File: src/hdl/hpw_regs.svh
// Constants for the hashed page table walker: field positions, layouts and offsets
// Summary of operation
// - Short mode reads a linear per-region table of 8-byte entries, one per page.
// - Long mode reads a hashed table of 32-byte entries holding a subset.
// - Short entry address ignores the region identifier; short entries carry no key.
// - Long hash and tag both include the region identifier.
// - Long hash uses the preferred page size of the faulting region.
// - Table accesses use translated virtual addresses and can miss.
// - Walker table miss raises table fault with original and table addresses.
// - Bytes 24-31 of a long entry are never read by the walker.
// - Long tag sits at bytes 16-23; mismatch refuses the insert.
// - First 8 entry bytes are inserted unchanged in insertion format.
// - A global purge makes earlier table writes visible to later walks.
// - Abort, tag mismatch, malformed entry or absent walker raise a miss fault.
// - Instruction and data misses use two distinct fault vectors.
// - Miss fault loads the hashed address register with the table address.
// - Miss fault presets insertion info key and page size from region register.
// - Miss fault loads fault address with bundle or data reference address.
// - All table references go through the data translation cache.
`ifndef HPW_REGS_SVH
`define HPW_REGS_SVH

// Region register entry layout, eight regions selected by address bits 63:61
`define HPW_RGN_COUNT     8
`define HPW_RGN_EN_BIT    31
`define HPW_RGN_LONG_BIT  30
`define HPW_RGN_PS_MSB    29
`define HPW_RGN_PS_LSB    24
`define HPW_RGN_RID_MSB   23
`define HPW_RGN_RID_LSB   0
`define HPW_RGN_RESET     32'h0000_0000

// Entry geometry
`define HPW_SHORT_SHIFT   3
`define HPW_LONG_SHIFT    5
`define HPW_TAG_OFFSET    64'h0000_0000_0000_0010
`define HPW_TAG_INV_BIT   63

// Entry word 0: present bit and bits that must be zero
`define HPW_PTE_P_BIT     0
`define HPW_PTE_RSVD_MASK 64'hFFF0_0000_0000_0002

// Insertion information register layout
`define HPW_II_KEY_MSB    31
`define HPW_II_KEY_LSB    8
`define HPW_II_PS_MSB     7
`define HPW_II_PS_LSB     2
`define HPW_II_RESET      64'h0000_0000_0000_0000

`endif

File: src/hdl/hpw_pkg.sv
// Types shared by the hashed page table walker
`default_nettype none
package hpw_pkg;
  // Walker states, Gray coded along idle-region-translate-read-tag-insert
  typedef enum logic [2:0] {
    HPW_IDLE  = 3'h0,
    HPW_RGN   = 3'h1,
    HPW_XLAT  = 3'h3,
    HPW_RD0   = 3'h2,
    HPW_RDTAG = 3'h6,
    HPW_INS   = 3'h7,
    HPW_TFLT  = 3'h5,
    HPW_FAULT = 3'h4
  } hpw_state_t;

  // Fault vectors delivered to the core
  typedef enum logic [2:0] {
    HPW_FK_INSTR_MISS = 3'h0,
    HPW_FK_DATA_MISS  = 3'h1,
    HPW_FK_INSTR_ALT  = 3'h2,
    HPW_FK_DATA_ALT   = 3'h3,
    HPW_FK_INSTR_TBL  = 3'h4,
    HPW_FK_DATA_TBL   = 3'h5
  } hpw_fault_t;
endpackage
`default_nettype wire

File: src/hdl/hpw_region_file.sv
// Region register file: eight entries with registered read data
`include "hpw_regs.svh"
`default_nettype none
module hpw_region_file (
  input  wire logic        clk,
  input  wire logic        rst,
  input  wire logic        wr_en,
  input  wire logic [2:0]  wr_idx,
  input  wire logic [31:0] wr_data,
  input  wire logic [2:0]  rd_idx,
  output logic      [31:0] rd_data
);
  logic [31:0] mem [`HPW_RGN_COUNT];

  // One writable entry per region
  genvar g;
  generate
    for (g = 0; g < `HPW_RGN_COUNT; g++) begin : g_ent
      always_ff @(posedge clk or posedge rst) begin
        if (rst) begin
          mem[g] <= `HPW_RGN_RESET;
        end else if (wr_en && wr_idx == 3'(g)) begin
          mem[g] <= wr_data;
        end
      end
    end
  endgenerate

  // Registered read keeps the lookup off the hash path
  always_ff @(posedge clk or posedge rst) begin
    if (rst) begin
      rd_data <= `HPW_RGN_RESET;
    end else begin
      rd_data <= mem[rd_idx];
    end
  end
endmodule
`default_nettype wire

File: src/hdl/hpw_walker.sv
// Hashed page table walker with miss and table-translation fault presets
`include "hpw_regs.svh"
`default_nettype none
module hpw_walker import hpw_pkg::*; (
  input  wire logic        clk,
  input  wire logic        rst,
  input  wire logic        walker_present,
  input  wire logic [63:0] table_base,
  input  wire logic [5:0]  table_size_log,
  input  wire logic        rgn_wr_en,
  input  wire logic [2:0]  rgn_wr_idx,
  input  wire logic [31:0] rgn_wr_data,
  input  wire logic        miss_valid,
  output logic             miss_ready,
  input  wire logic        miss_is_instr,
  input  wire logic [63:0] miss_vaddr,
  input  wire logic        walk_abort,
  input  wire logic        purge_global,
  output logic             dtc_req,
  output logic      [63:0] dtc_vaddr,
  input  wire logic        dtc_done,
  input  wire logic        dtc_hit,
  input  wire logic [63:0] dtc_paddr,
  output logic             mem_rd_req,
  output logic      [63:0] mem_rd_addr,
  input  wire logic        mem_rd_ack,
  input  wire logic [63:0] mem_rd_data,
  output logic             fill_valid,
  output logic             fill_is_instr,
  output logic      [63:0] fill_data,
  output logic      [63:0] fill_info,
  output logic             fault_valid,
  output logic      [2:0]  fault_kind,
  output logic      [63:0] fault_address_reg,
  output logic      [63:0] hashed_address_reg,
  output logic      [63:0] insertion_info_reg
);
  hpw_state_t  state;
  hpw_fault_t  kind;
  logic        is_instr;
  logic [63:0] vaddr;
  logic [31:0] rgn;
  logic [31:0] rgn_rdata;
  logic [2:0]  rgn_rd_idx;
  logic [63:0] tbl_addr;
  logic [63:0] tbl_paddr;
  logic [62:0] tag_exp;
  logic [63:0] entry0;
  logic [60:0] vpn;
  logic [63:0] size_mask;
  logic [63:0] next_tbl_addr;
  logic [62:0] next_tag;
  logic        long_fmt;
  logic        pte_ok;
  logic        tag_ok;
  logic        walking;

  // Region register file, read by the faulting region or the table's region
  hpw_region_file u_rgn (
    .clk     (clk),
    .rst     (rst),
    .wr_en   (rgn_wr_en),
    .wr_idx  (rgn_wr_idx),
    .wr_data (rgn_wr_data),
    .rd_idx  (rgn_rd_idx),
    .rd_data (rgn_rdata)
  );

  // Table miss looks up the region of the table address for its fault preset
  assign rgn_rd_idx = (state == HPW_IDLE) ? miss_vaddr[63:61] : tbl_addr[63:61];

  // Hash and tag; short mode never looks at the region identifier
  assign vpn       = rgn_rdata[`HPW_RGN_EN_BIT] ? (vaddr[60:0] >> rgn_rdata[29:24]) : 61'h0;
  assign size_mask = (64'h1 << table_size_log) - 64'h1;
  always_comb begin
    if (rgn_rdata[`HPW_RGN_LONG_BIT]) begin
      next_tbl_addr = table_base + ((({3'h0, vpn} ^ {40'h0, rgn_rdata[23:0]})
                      << `HPW_LONG_SHIFT) & size_mask);
    end else begin
      next_tbl_addr = {vaddr[63:61],
                       61'(table_base[60:0] + (vpn << `HPW_SHORT_SHIFT))};
    end
  end
  assign next_tag = {rgn_rdata[23:0], 39'h0} ^ {2'h0, vpn};

  assign long_fmt = rgn[`HPW_RGN_LONG_BIT];
  assign walking  = (state != HPW_IDLE) && (state != HPW_FAULT) && (state != HPW_TFLT);
  // Malformed entries never reach the cache
  assign pte_ok   = entry0[`HPW_PTE_P_BIT] && ((entry0 & `HPW_PTE_RSVD_MASK) == 64'h0);
  // A set tag-invalid bit means an update is in flight, so it never matches
  assign tag_ok   = !mem_rd_data[`HPW_TAG_INV_BIT] && (mem_rd_data[62:0] == tag_exp);

  // Walk sequencer; abort beats purge, purge restarts the table access
  always_ff @(posedge clk or posedge rst) begin
    if (rst) begin
      state <= HPW_IDLE;
    end else if (walk_abort && walking && state != HPW_IDLE) begin
      state <= HPW_FAULT;
    end else begin
      unique case (state)
        HPW_IDLE: begin
          if (miss_valid) begin
            state <= HPW_RGN;
          end
        end
        HPW_RGN: begin
          if (!rgn_rdata[`HPW_RGN_EN_BIT] || !walker_present) begin
            state <= HPW_FAULT;
          end else begin
            state <= HPW_XLAT;
          end
        end
        HPW_XLAT: begin
          if (dtc_done) begin
            state <= dtc_hit ? HPW_RD0 : HPW_TFLT;
          end
        end
        HPW_RD0: begin
          if (purge_global) begin
            state <= HPW_XLAT;
          end else if (mem_rd_ack) begin
            state <= long_fmt ? HPW_RDTAG : HPW_INS;
          end
        end
        HPW_RDTAG: begin
          if (purge_global) begin
            state <= HPW_XLAT;
          end else if (mem_rd_ack) begin
            state <= tag_ok ? HPW_INS : HPW_FAULT;
          end
        end
        HPW_INS: begin
          state <= pte_ok ? HPW_IDLE : HPW_FAULT;
        end
        HPW_TFLT: begin
          state <= HPW_FAULT;
        end
        HPW_FAULT: begin
          state <= HPW_IDLE;
        end
      endcase
    end
  end

  // Capture the miss and the region entry that governs it
  always_ff @(posedge clk or posedge rst) begin
    if (rst) begin
      vaddr    <= 64'h0;
      is_instr <= 1'b0;
      rgn      <= `HPW_RGN_RESET;
      tbl_addr <= 64'h0;
      tag_exp  <= 63'h0;
    end else if (state == HPW_IDLE && miss_valid) begin
      vaddr    <= miss_vaddr;
      is_instr <= miss_is_instr;
    end else if (state == HPW_RGN) begin
      rgn      <= rgn_rdata;
      tbl_addr <= next_tbl_addr;
      tag_exp  <= next_tag;
    end
  end

  // Translated table address and first entry word
  always_ff @(posedge clk or posedge rst) begin
    if (rst) begin
      tbl_paddr <= 64'h0;
      entry0    <= 64'h0;
    end else if (state == HPW_XLAT && dtc_done && dtc_hit) begin
      tbl_paddr <= dtc_paddr;
    end else if (state == HPW_RD0 && mem_rd_ack && !purge_global) begin
      entry0    <= mem_rd_data;
    end
  end

  // Fault vector choice: disabled region goes to software, table translation miss to the table vector, else a miss
  always_ff @(posedge clk or posedge rst) begin
    if (rst) begin
      kind <= HPW_FK_INSTR_MISS;
    end else if (state == HPW_RGN) begin
      if (!rgn_rdata[`HPW_RGN_EN_BIT]) begin
        kind <= is_instr ? HPW_FK_INSTR_ALT : HPW_FK_DATA_ALT;
      end else begin
        kind <= is_instr ? HPW_FK_INSTR_MISS : HPW_FK_DATA_MISS;
      end
    end else if (state == HPW_XLAT && dtc_done && !dtc_hit) begin
      kind <= is_instr ? HPW_FK_INSTR_TBL : HPW_FK_DATA_TBL;
    end
  end

  // Fault presets: addresses are ready at the fault cycle, and the key
  // comes from the region of the address that missed, or for a table fault from the table address's region
  always_ff @(posedge clk or posedge rst) begin
    if (rst) begin
      fault_address_reg  <= 64'h0;
      hashed_address_reg <= 64'h0;
      insertion_info_reg <= `HPW_II_RESET;
    end else if (state == HPW_RGN) begin
      fault_address_reg  <= vaddr;
      hashed_address_reg <= next_tbl_addr;
      insertion_info_reg <= {32'h0, rgn_rdata[23:0], rgn_rdata[29:24], 2'h0};
    end else if (state == HPW_TFLT) begin
      insertion_info_reg <= {32'h0, rgn_rdata[23:0], rgn_rdata[29:24], 2'h0};
    end
  end

  // Handshakes; table references only ever use the data cache
  assign miss_ready  = (state == HPW_IDLE);
  assign dtc_req     = (state == HPW_XLAT) && !walk_abort;
  assign dtc_vaddr   = tbl_addr;
  assign mem_rd_req  = ((state == HPW_RD0) || (state == HPW_RDTAG)) && !walk_abort;
  // Only word 0 and the tag word are fetched; the link word stays untouched
  assign mem_rd_addr = (state == HPW_RDTAG) ? tbl_paddr + `HPW_TAG_OFFSET : tbl_paddr;
  // Single-cycle insert after every check, so a failed walk inserts nothing
  assign fill_valid      = (state == HPW_INS) && pte_ok && !walk_abort;
  assign fill_is_instr   = is_instr;
  assign fill_data       = entry0;
  assign fill_info       = {32'h0, rgn[23:0], rgn[29:24], 2'h0};
  assign fault_valid     = (state == HPW_FAULT);
  assign fault_kind      = kind;

  // Checks on the walker's own outputs
  a_no_partial_ins: assert property (@(posedge clk) disable iff (rst)
    walk_abort |-> !fill_valid)
    else $error("insert during abort");
  a_vector_split: assert property (@(posedge clk) disable iff (rst)
    fault_valid |-> (fault_kind[0] == !is_instr))
    else $error("fault vector does not match access type");
  a_tbl_fault_regs: assert property (@(posedge clk) disable iff (rst)
    (state == HPW_XLAT && dtc_done && !dtc_hit && !walk_abort) |-> ##2
    (fault_valid && fault_address_reg == vaddr && hashed_address_reg == dtc_vaddr))
    else $error("table fault registers wrong");
  a_short_stride: assert property (@(posedge clk) disable iff (rst)
    (dtc_req && !long_fmt) |-> (dtc_vaddr[2:0] == 3'h0))
    else $error("short entry address not 8-byte aligned");
  a_long_stride: assert property (@(posedge clk) disable iff (rst)
    (dtc_req && long_fmt && table_base[4:0] == 5'h0) |-> (dtc_vaddr[4:0] == 5'h0))
    else $error("long entry address not 32-byte aligned");
  a_tag_mismatch: assert property (@(posedge clk) disable iff (rst)
    (state == HPW_RDTAG && mem_rd_ack && !tag_ok && !walk_abort && !purge_global)
    |=> (fault_valid && !fill_valid))
    else $error("tag mismatch did not fault");
  a_ins_word0: assert property (@(posedge clk) disable iff (rst)
    (state == HPW_RD0 && mem_rd_ack && !purge_global && !walk_abort && !long_fmt)
    |=> (state == HPW_INS && fill_data == $past(mem_rd_data)))
    else $error("inserted data differs from entry word 0");
  a_disabled_alt: assert property (@(posedge clk) disable iff (rst)
    (state == HPW_RGN && !rgn_rdata[`HPW_RGN_EN_BIT] && !walk_abort)
    |=> (fault_valid && (fault_kind == HPW_FK_INSTR_ALT || fault_kind == HPW_FK_DATA_ALT)))
    else $error("disabled region did not go to software");
  a_key_preset: assert property (@(posedge clk) disable iff (rst)
    (fault_valid && fault_kind < 3'(HPW_FK_INSTR_TBL))
    |-> (insertion_info_reg[`HPW_II_KEY_MSB:`HPW_II_KEY_LSB] == rgn[23:0]
         && insertion_info_reg[`HPW_II_PS_MSB:`HPW_II_PS_LSB] == rgn[29:24]))
    else $error("insertion info preset wrong");
  a_miss_addrs: assert property (@(posedge clk) disable iff (rst)
    (fault_valid && fault_kind < 3'(HPW_FK_INSTR_ALT))
    |-> (hashed_address_reg == tbl_addr && fault_address_reg == vaddr))
    else $error("miss fault addresses wrong");
  a_purge_rewalk: assert property (@(posedge clk) disable iff (rst)
    (purge_global && !walk_abort && (state == HPW_RD0 || state == HPW_RDTAG))
    |=> (state == HPW_XLAT && dtc_req))
    else $error("purge did not restart the table access");

  // Table faults take their key from the table's own region, which may differ
  a_tbl_key_preset: assert property (@(posedge clk) disable iff (rst)
    (fault_valid && fault_kind >= 3'(HPW_FK_INSTR_TBL))
    |-> (insertion_info_reg[`HPW_II_KEY_MSB:`HPW_II_KEY_LSB]
         == u_rgn.mem[tbl_addr[63:61]][`HPW_RGN_RID_MSB:`HPW_RGN_RID_LSB]))
    else $error("table fault key not from the table region");
  // A table access that misses must not go on to read memory
  a_tbl_miss_noread: assert property (@(posedge clk) disable iff (rst)
    (state == HPW_XLAT && dtc_done && !dtc_hit) |=> (!mem_rd_req && !fill_valid))
    else $error("memory read after table translation miss");
  // Answers are single-cycle pulses and the walker is idle right after them
  a_fill_pulse: assert property (@(posedge clk) disable iff (rst)
    fill_valid |=> (!fill_valid && miss_ready))
    else $error("insert held longer than one cycle");
  a_fault_pulse: assert property (@(posedge clk) disable iff (rst)
    fault_valid |=> (!fault_valid && miss_ready))
    else $error("fault held longer than one cycle");
  // With an aligned entry the link word offset never shows on the address
  a_link_unread: assert property (@(posedge clk) disable iff (rst)
    (mem_rd_req && tbl_paddr[4:0] == 5'h0) |-> (mem_rd_addr[4:3] != 2'h3))
    else $error("walker addressed the link word");
  a_long_tag_first: assert property (@(posedge clk) disable iff (rst)
    (fill_valid && long_fmt) |-> ($past(state) == HPW_RDTAG))
    else $error("long entry inserted without a tag check");
  a_absent_walker: assert property (@(posedge clk) disable iff (rst)
    (state == HPW_RGN && rgn_rdata[`HPW_RGN_EN_BIT] && !walker_present && !walk_abort)
    |=> (fault_valid && fault_kind < 3'(HPW_FK_INSTR_ALT)))
    else $error("absent walker did not raise a miss fault");

  // Main scenarios: long insert, table fault, software vector, purge, bad entry
  c_insert:    cover property (@(posedge clk) disable iff (rst) fill_valid && long_fmt);
  c_tbl_fault: cover property (@(posedge clk) disable iff (rst)
    fault_valid && fault_kind == HPW_FK_DATA_TBL);
  c_alt:       cover property (@(posedge clk) disable iff (rst)
    fault_valid && fault_kind == HPW_FK_INSTR_ALT);
  c_purge:     cover property (@(posedge clk) disable iff (rst)
    purge_global && state == HPW_RD0);
  c_bad_entry: cover property (@(posedge clk) disable iff (rst)
    state == HPW_INS && !pte_ok);
endmodule
`default_nettype wire

File: config.mk
export PLATFORM = sky130hd
export DESIGN_NAME = hpw_walker
export DESIGN_NICKNAME = d
export VERILOG_FILES = /design/src/hdl/hpw_pkg.sv /design/src/hdl/hpw_region_file.sv /design/src/hdl/hpw_walker.sv
export VERILOG_INCLUDE_DIRS = /design/src /design/src/hdl
export SDC_FILE = /design/constraint.sdc
export NUM_CORES = 2
export LEC_CHECK = 0
export BUFFER_PORTS_ARGS = -buffer_cell sky130_fd_sc_hd__clkbuf_2
export CAP_MARGIN = 20
export CORE_ASPECT_RATIO = 2
export CORE_MARGIN = 2
export CORE_UTILIZATION = 45
export DETAILED_ROUTE_END_ITERATION = 8
export PLACE_DENSITY = 0.66
export REMOVE_ABC_BUFFERS = 1
export SLEW_MARGIN = 20
export SYNTH_ARGS = -nofsm -noshare
export SYNTH_HDL_FRONTEND = slang
export SYNTH_HIERARCHICAL = 1
export SYNTH_SLANG_ARGS = --single-unit
File: constraint.sdc
create_clock -name clk -period 20.2 [get_ports clk]
set_input_delay 4.04 -clock clk [delete_from_list [all_inputs] [get_ports clk]]
set_output_delay 4.04 -clock clk [all_outputs]
set_load 0.1 [all_outputs]
# Yosys cells after proc, flatten, opt, wreduce, memory -nomap -nowiden

Index checks and enable logic that the tools add are counted.

Output and inout bits: 457
Register bits: 837
Bits of input ports: 308
Logic and storage cells: 124

$lt $le $gt $ge: 1
Bitwise gates (word level): 6
Multiplexer cells: 28
Add/sub/neg operators: 4
Reductions and logical operators: 41
Eq/ne operators: 21
Shift-type cells: 2

Operator list:

| operator                                                             | count |
|---|---|
| 64-bit 2-to-1 mux                                                    | 4 |
| 32-bit binary-select mux with 3-bit select                           | 1 |
| 64-bit by 5-bit adder with 64-bit output, second input constant      | 1 |
| 64-bit adder                                                         | 1 |
| 64-bit bitwise AND                                                   | 1 |
| 64-bit zero test                                                     | 1 |
| 32-bit 2-to-1 mux                                                    | 2 |
| 1-bit by 6-bit << shifter with 64-bit output, first input constant   | 1 |
| 64-bit by 1-bit subtractor with 64-bit output, second input constant | 1 |
| 63-bit == test                                                       | 1 |
| 63-bit by 61-bit XOR with 63-bit output                              | 1 |
| 61-bit adder                                                         | 1 |
| 61-bit 2-to-1 mux                                                    | 1 |
| 61-bit by 6-bit right shift with 61-bit output                       | 1 |
| 59-bit by 24-bit XOR with 59-bit output                              | 1 |
| 3-bit 2-to-1 mux                                                     | 13 |
| 3-bit == test, second input constant                                 | 8 |
| 1-bit logical AND                                                    | 24 |
| 3-bit case mux with 8 select lines                                   | 1 |
| 3-bit by 2-bit == test with 1-bit output, second input constant      | 4 |
| 3-bit != test, second input constant                                 | 3 |
| 4-bit != test, second input constant                                 | 2 |
| 3-bit by 1-bit == test with 1-bit output, second input constant      | 2 |
| 1-bit zero test                                                      | 6 |
| other kinds (12)                                                     | 21 |

# Logic depth before layout (Yosys ltp)

Depth in word-level cells: 7
Depth in mapped cells: 24

# Hierarchy

The synthesis kept the hierarchy.

By module, submodules not included:

| module          | cells each | area each (um^2) | times used | seq. area each (um^2) |
|---|---|---|---|---|
| hpw_walker      | 3,713      | 33,920.0         | 1          | 12,837.3 |
| hpw_region_file | 698        | 12,423.2         | 1          | 7,206.9 |

# Least setup slack after synthesis

No wires, ideal clock.

Path kind: in2out
From: input walk_abort
To: output dtc_req
Data arrival time: 6.334 ns
Buffers on the path: 1
Cell stages on the path: 2
Setup slack: 9.826 ns
Path through: clkbuf_1 nor3_1

Cells in the longest elaborated chain, start to end: 2

Ends and longest elaborated chain:

| item               | RTL line          | text |
|---|---|---|
| start: declaration | hpw_walker.sv:17  | `input wire logic walk_abort,` |
| 1-bit zero test    | hpw_walker.sv:208 | `assign dtc_req = (state == HPW_XLAT) && !walk_abort;` |
| 1-bit logical AND  | hpw_walker.sv:208 |  |
| end: declaration   | hpw_walker.sv:19  | `output logic dtc_req,` |

Every way passes these cells.

# Worst setup path after layout

Ends and elaborated chain as after synthesis.

==> key figures <==
Critical path
  – Reg2reg end: hashed_address_reg[59]
  – Slowest cell on the critical path: clkbuf_2
  – Delay-heaviest family, CP: buffers and inverters
  – Worst Setup End Kind: primary output
  – Worst path max stage delay: 520 ps
  – Setup slack, reg-to-reg: 12570 ps
  – Worst path required time: 16160 ps
  – Buf+Inv Stages, Crit Path: 2
  – Top cell by count, worst path: clkbuf_2
  – CP Class: in -> out
  – Arrival time at the worst endpoint: 5060 ps
  – Critical R2R Launch: u_rgn/rd_data[25]
  – Crit path max fanout: 8
  – R2R depth: 20
  – Crit path cell chain: clkbuf_2 -> nor3_1 -> clkbuf_2
  – Critical Path Start Type: input port

Layout
  – Max reg flops: 256
  – Fin nets: 5378
  – FF/Latch Area: 20100 sq um
  – Register with the highest flop count: u_rgn/mem
  – Fillers: 9444
  – Layout Cells excl Fill: 6370
  – Synth-to-Final Area Change: 14.4%
  – Share of layout cells above drive strength 1: 31.4%
  – Area of the multi-input gates: 24400 sq um

Clocking
  – Total number of H-tree levels: 3
  – Post-CTS resize count: 0
  – CTS Hold Bufs: 0
  – Worst skew pair latency: 700 ps
  – Post-CTS Setup Inserts: 0
  – CTS Buffer Depth: 3
  – Clock Sink Count: 801
  – Clock buffer count from CTS: 73
  – Clock-pin slew on the worst setup and hold paths: 70 ps
  – Root Buffer: clkbuf_16
  – CTS tree: yes

Min path
  – Hold_sp: fault_address_reg[0]
  – Worst hold path type: reg -> reg
  – Hold EP: fault_address_reg[0]
  – WHS Path Cells: 2

Drt
  – DR WL/cell: 27.8 um
  – Max Used Layer: met5
  – DRC viols: 0
  – Total number of vias: 37500
  – 1st-pass router iterations: 6
  – Met1 WL: 62400 um
  – Initial DRC Count: 2595
  – WL met3: 10300 um
  – Final wirelength: 177000 um
  – Antenna-violating nets left: 0
  – DR WL met2: 89300 um
  – Average vias per placed instance: 5.88

Timing
  – Hold Fails Final Rpt: 0
  – Worst slew pin tran: 1290 ps
  – Min Tclk post-route: 9100 ps
  – Rel. slew slack: 13.8%
  – Setup TNS: 0 ps
  – Final period util: 45.0%
  – F_max: 110 MHz
  – Clock Skew: 36.4 ps
  – Setup violators final: 0
  – Hold_ws: 476 ps
  – Pins Over Slew Limit: 0
  – RSZ-0062 raised after global routing: no

Global route
  – Initial antenna violation count: 22
  – Total track usage: 33.2%
  – Vias in the first global route: 38100
  – Pin count of the biggest net entering global routing: 155
  – First-pass GRT wire length: 255000 um
  – Remaining Overflow, GRT: 0

Die
  – I/O Pins: 765
  – Die W: 231 um
  – Die height: 458 um
  – FP Rows: 166
  – Die Area: 106000 sq um
  – Initial core utilization: 45.4%
  – Core Area: 102000 sq um

Logic synthesis
  – Share of synthesized registers carrying an async set or reset: 100%
  – Compound-Gate Fraction of Synth Area: 11.2%
  – Mean post-synth cell area: 10.5 sq um
  – Mux contribution to synthesized area: 20.7%
  – Mapped Area: 46300 sq um
  – Post-synth top flop: dfrtp_1
  – Mapped Cells: 4411
  – Synth Area in Adders: 3.22%
  – Post-synthesis sequential area ratio: 43.3%
  – Post-Synth XOR/XNOR Area: 4.44%
  – Combinational family with the most area after synthesis: multiplexers
  – Unique masters post-synth: 100
  – Simple-gate area share of the yosys netlist: 12.3%
  – Seq cells post-synth: 801
  – Post-synth EDFFs: 0
  – Synthesis Warnings: 6

Placed design
  – DP Wirelength: 136000 um
  – I/O Buffers: 696
  – Placed Cells: 6220
  – Routability cong.: 1.05

Flow run
  – Maxcap violations: 0

Run status
  – Status: finished clean
## cell families (layout without fill, tap and decap cells)
kind of cell / after synthesis / in the layout
other: 1 / 85
adders and majority gates: 118 / 118
muxes: 723 / 723
AOI/OAI and AO/OA: 788 / 788
and+or+nand+nor: 1290 / 1290
xor gates and xnor gates: 235 / 235
buffers and inverters: 455 / 986
DFF: 801 / 801
## area by class of cell
cell class	instances	share of cell area (%)
timing repair buffer	759	7.51
inverter	95	0.701
sequential	801	37.8
multi-input combinational	3222	46.0
tap	1344	3.17
clock inverter	34	0.868
clock buffer	98	3.89
antenna	17	0.0802
## placed cells by master, fill, tap and decap left out, drive strengths merged, types with 52 or more instances in the layout
cell type	count
mux2i	52
xor2	91
nor2	278
inv	101
a21oi	211
xnor2	144
conb	68
nand4	55
mux4	123
dfrtp	801
ha	116
mux2	548
nand2	660
buf	63
o21ai	195
clkbuf	794
nor3	57
a21o	59
## stage by stage
step                      util [%]  setup WS [ps]  cell area (sq um)
after floorplan                  -           1830              44700
after global placement        49.4          11180              50500
after detailed placement      49.4          11130              50500
after CTS                     51.8          11130              53000
after global routing          51.9          11110              53000
final                         51.9          11100              53000
## worst max-delay path by stage
stage | depth (start not counted) | end | start | slack (ps)
floorplan | 1 | dtc_vaddr[0] | rst | 1830
global placement | 3 | dtc_req | walk_abort | 11180
detailed placement | 3 | dtc_req | walk_abort | 11130
CTS | 3 | dtc_req | walk_abort | 11130
global route | 3 | dtc_req | walk_abort | 11110
finish | 3 | dtc_req | walk_abort | 11100
## worst register-to-register path, cell delays in order, from the launching register on
cell	delay [ps]
dfrtp_2	850
buf_4	520
mux2i_1	350
mux2i_1	260
mux2i_1	550
nand2_1	120
o21ai_1	370
a211oi_1	150
o21ai_1	800
xor2_1	180
nor2_1	310
ha_1	400
a21oi_1	420
o31ai_1	220
a221o_1	390
o21ai_2	520
a2111oi_4	240
o2111ai_1	330
nand3b_1	110
a31oi_1	340
a21oi_1	130
## layer usage
metal / vias to the layer above / global-route usage, %
li1: 16600 / -
met1: 18700 / 35.6
met2: 1574 / 57.9
met3: 584 / 6.12
met4: 12 / 24.4
met5: - / 0
## synthesized netlist by cell type, types with 14 or more instances
library cell	number	area, sq um
o22ai_1	27	169
or3_1	14	87.6
mux2i_1	52	521
dfrtp_1	801	20000
nand2b_1	27	169
a211oi_1	39	293
xor2_1	91	797
buf_1	33	124
buf_4	119	893
nand3_1	49	245
nor4_1	16	100
a21oi_1	211	1060
o21a_1	51	383
nand4_1	55	344
o21bai_1	16	120
a21o_1	59	443
a31oi_1	20	125
or2_2	14	87.6
mux2_2	539	6070
mux4_1	36	946
ha_1	116	1450
xnor2_1	144	1260
inv_1	95	357
buf_2	32	160
nor3_1	56	280
o211ai_1	29	218
clkbuf_1	164	616
o21ai_0	163	816
nor2b_1	27	169
and2_1	20	125
o21ai_1	30	150
nor2_1	278	1040
mux4_2	87	1960
nand2_1	660	2480
and3_1	23	144
Power is not shown: default switching activity piles up to over one toggle a cycle in this logic, so the estimate is an artifact.
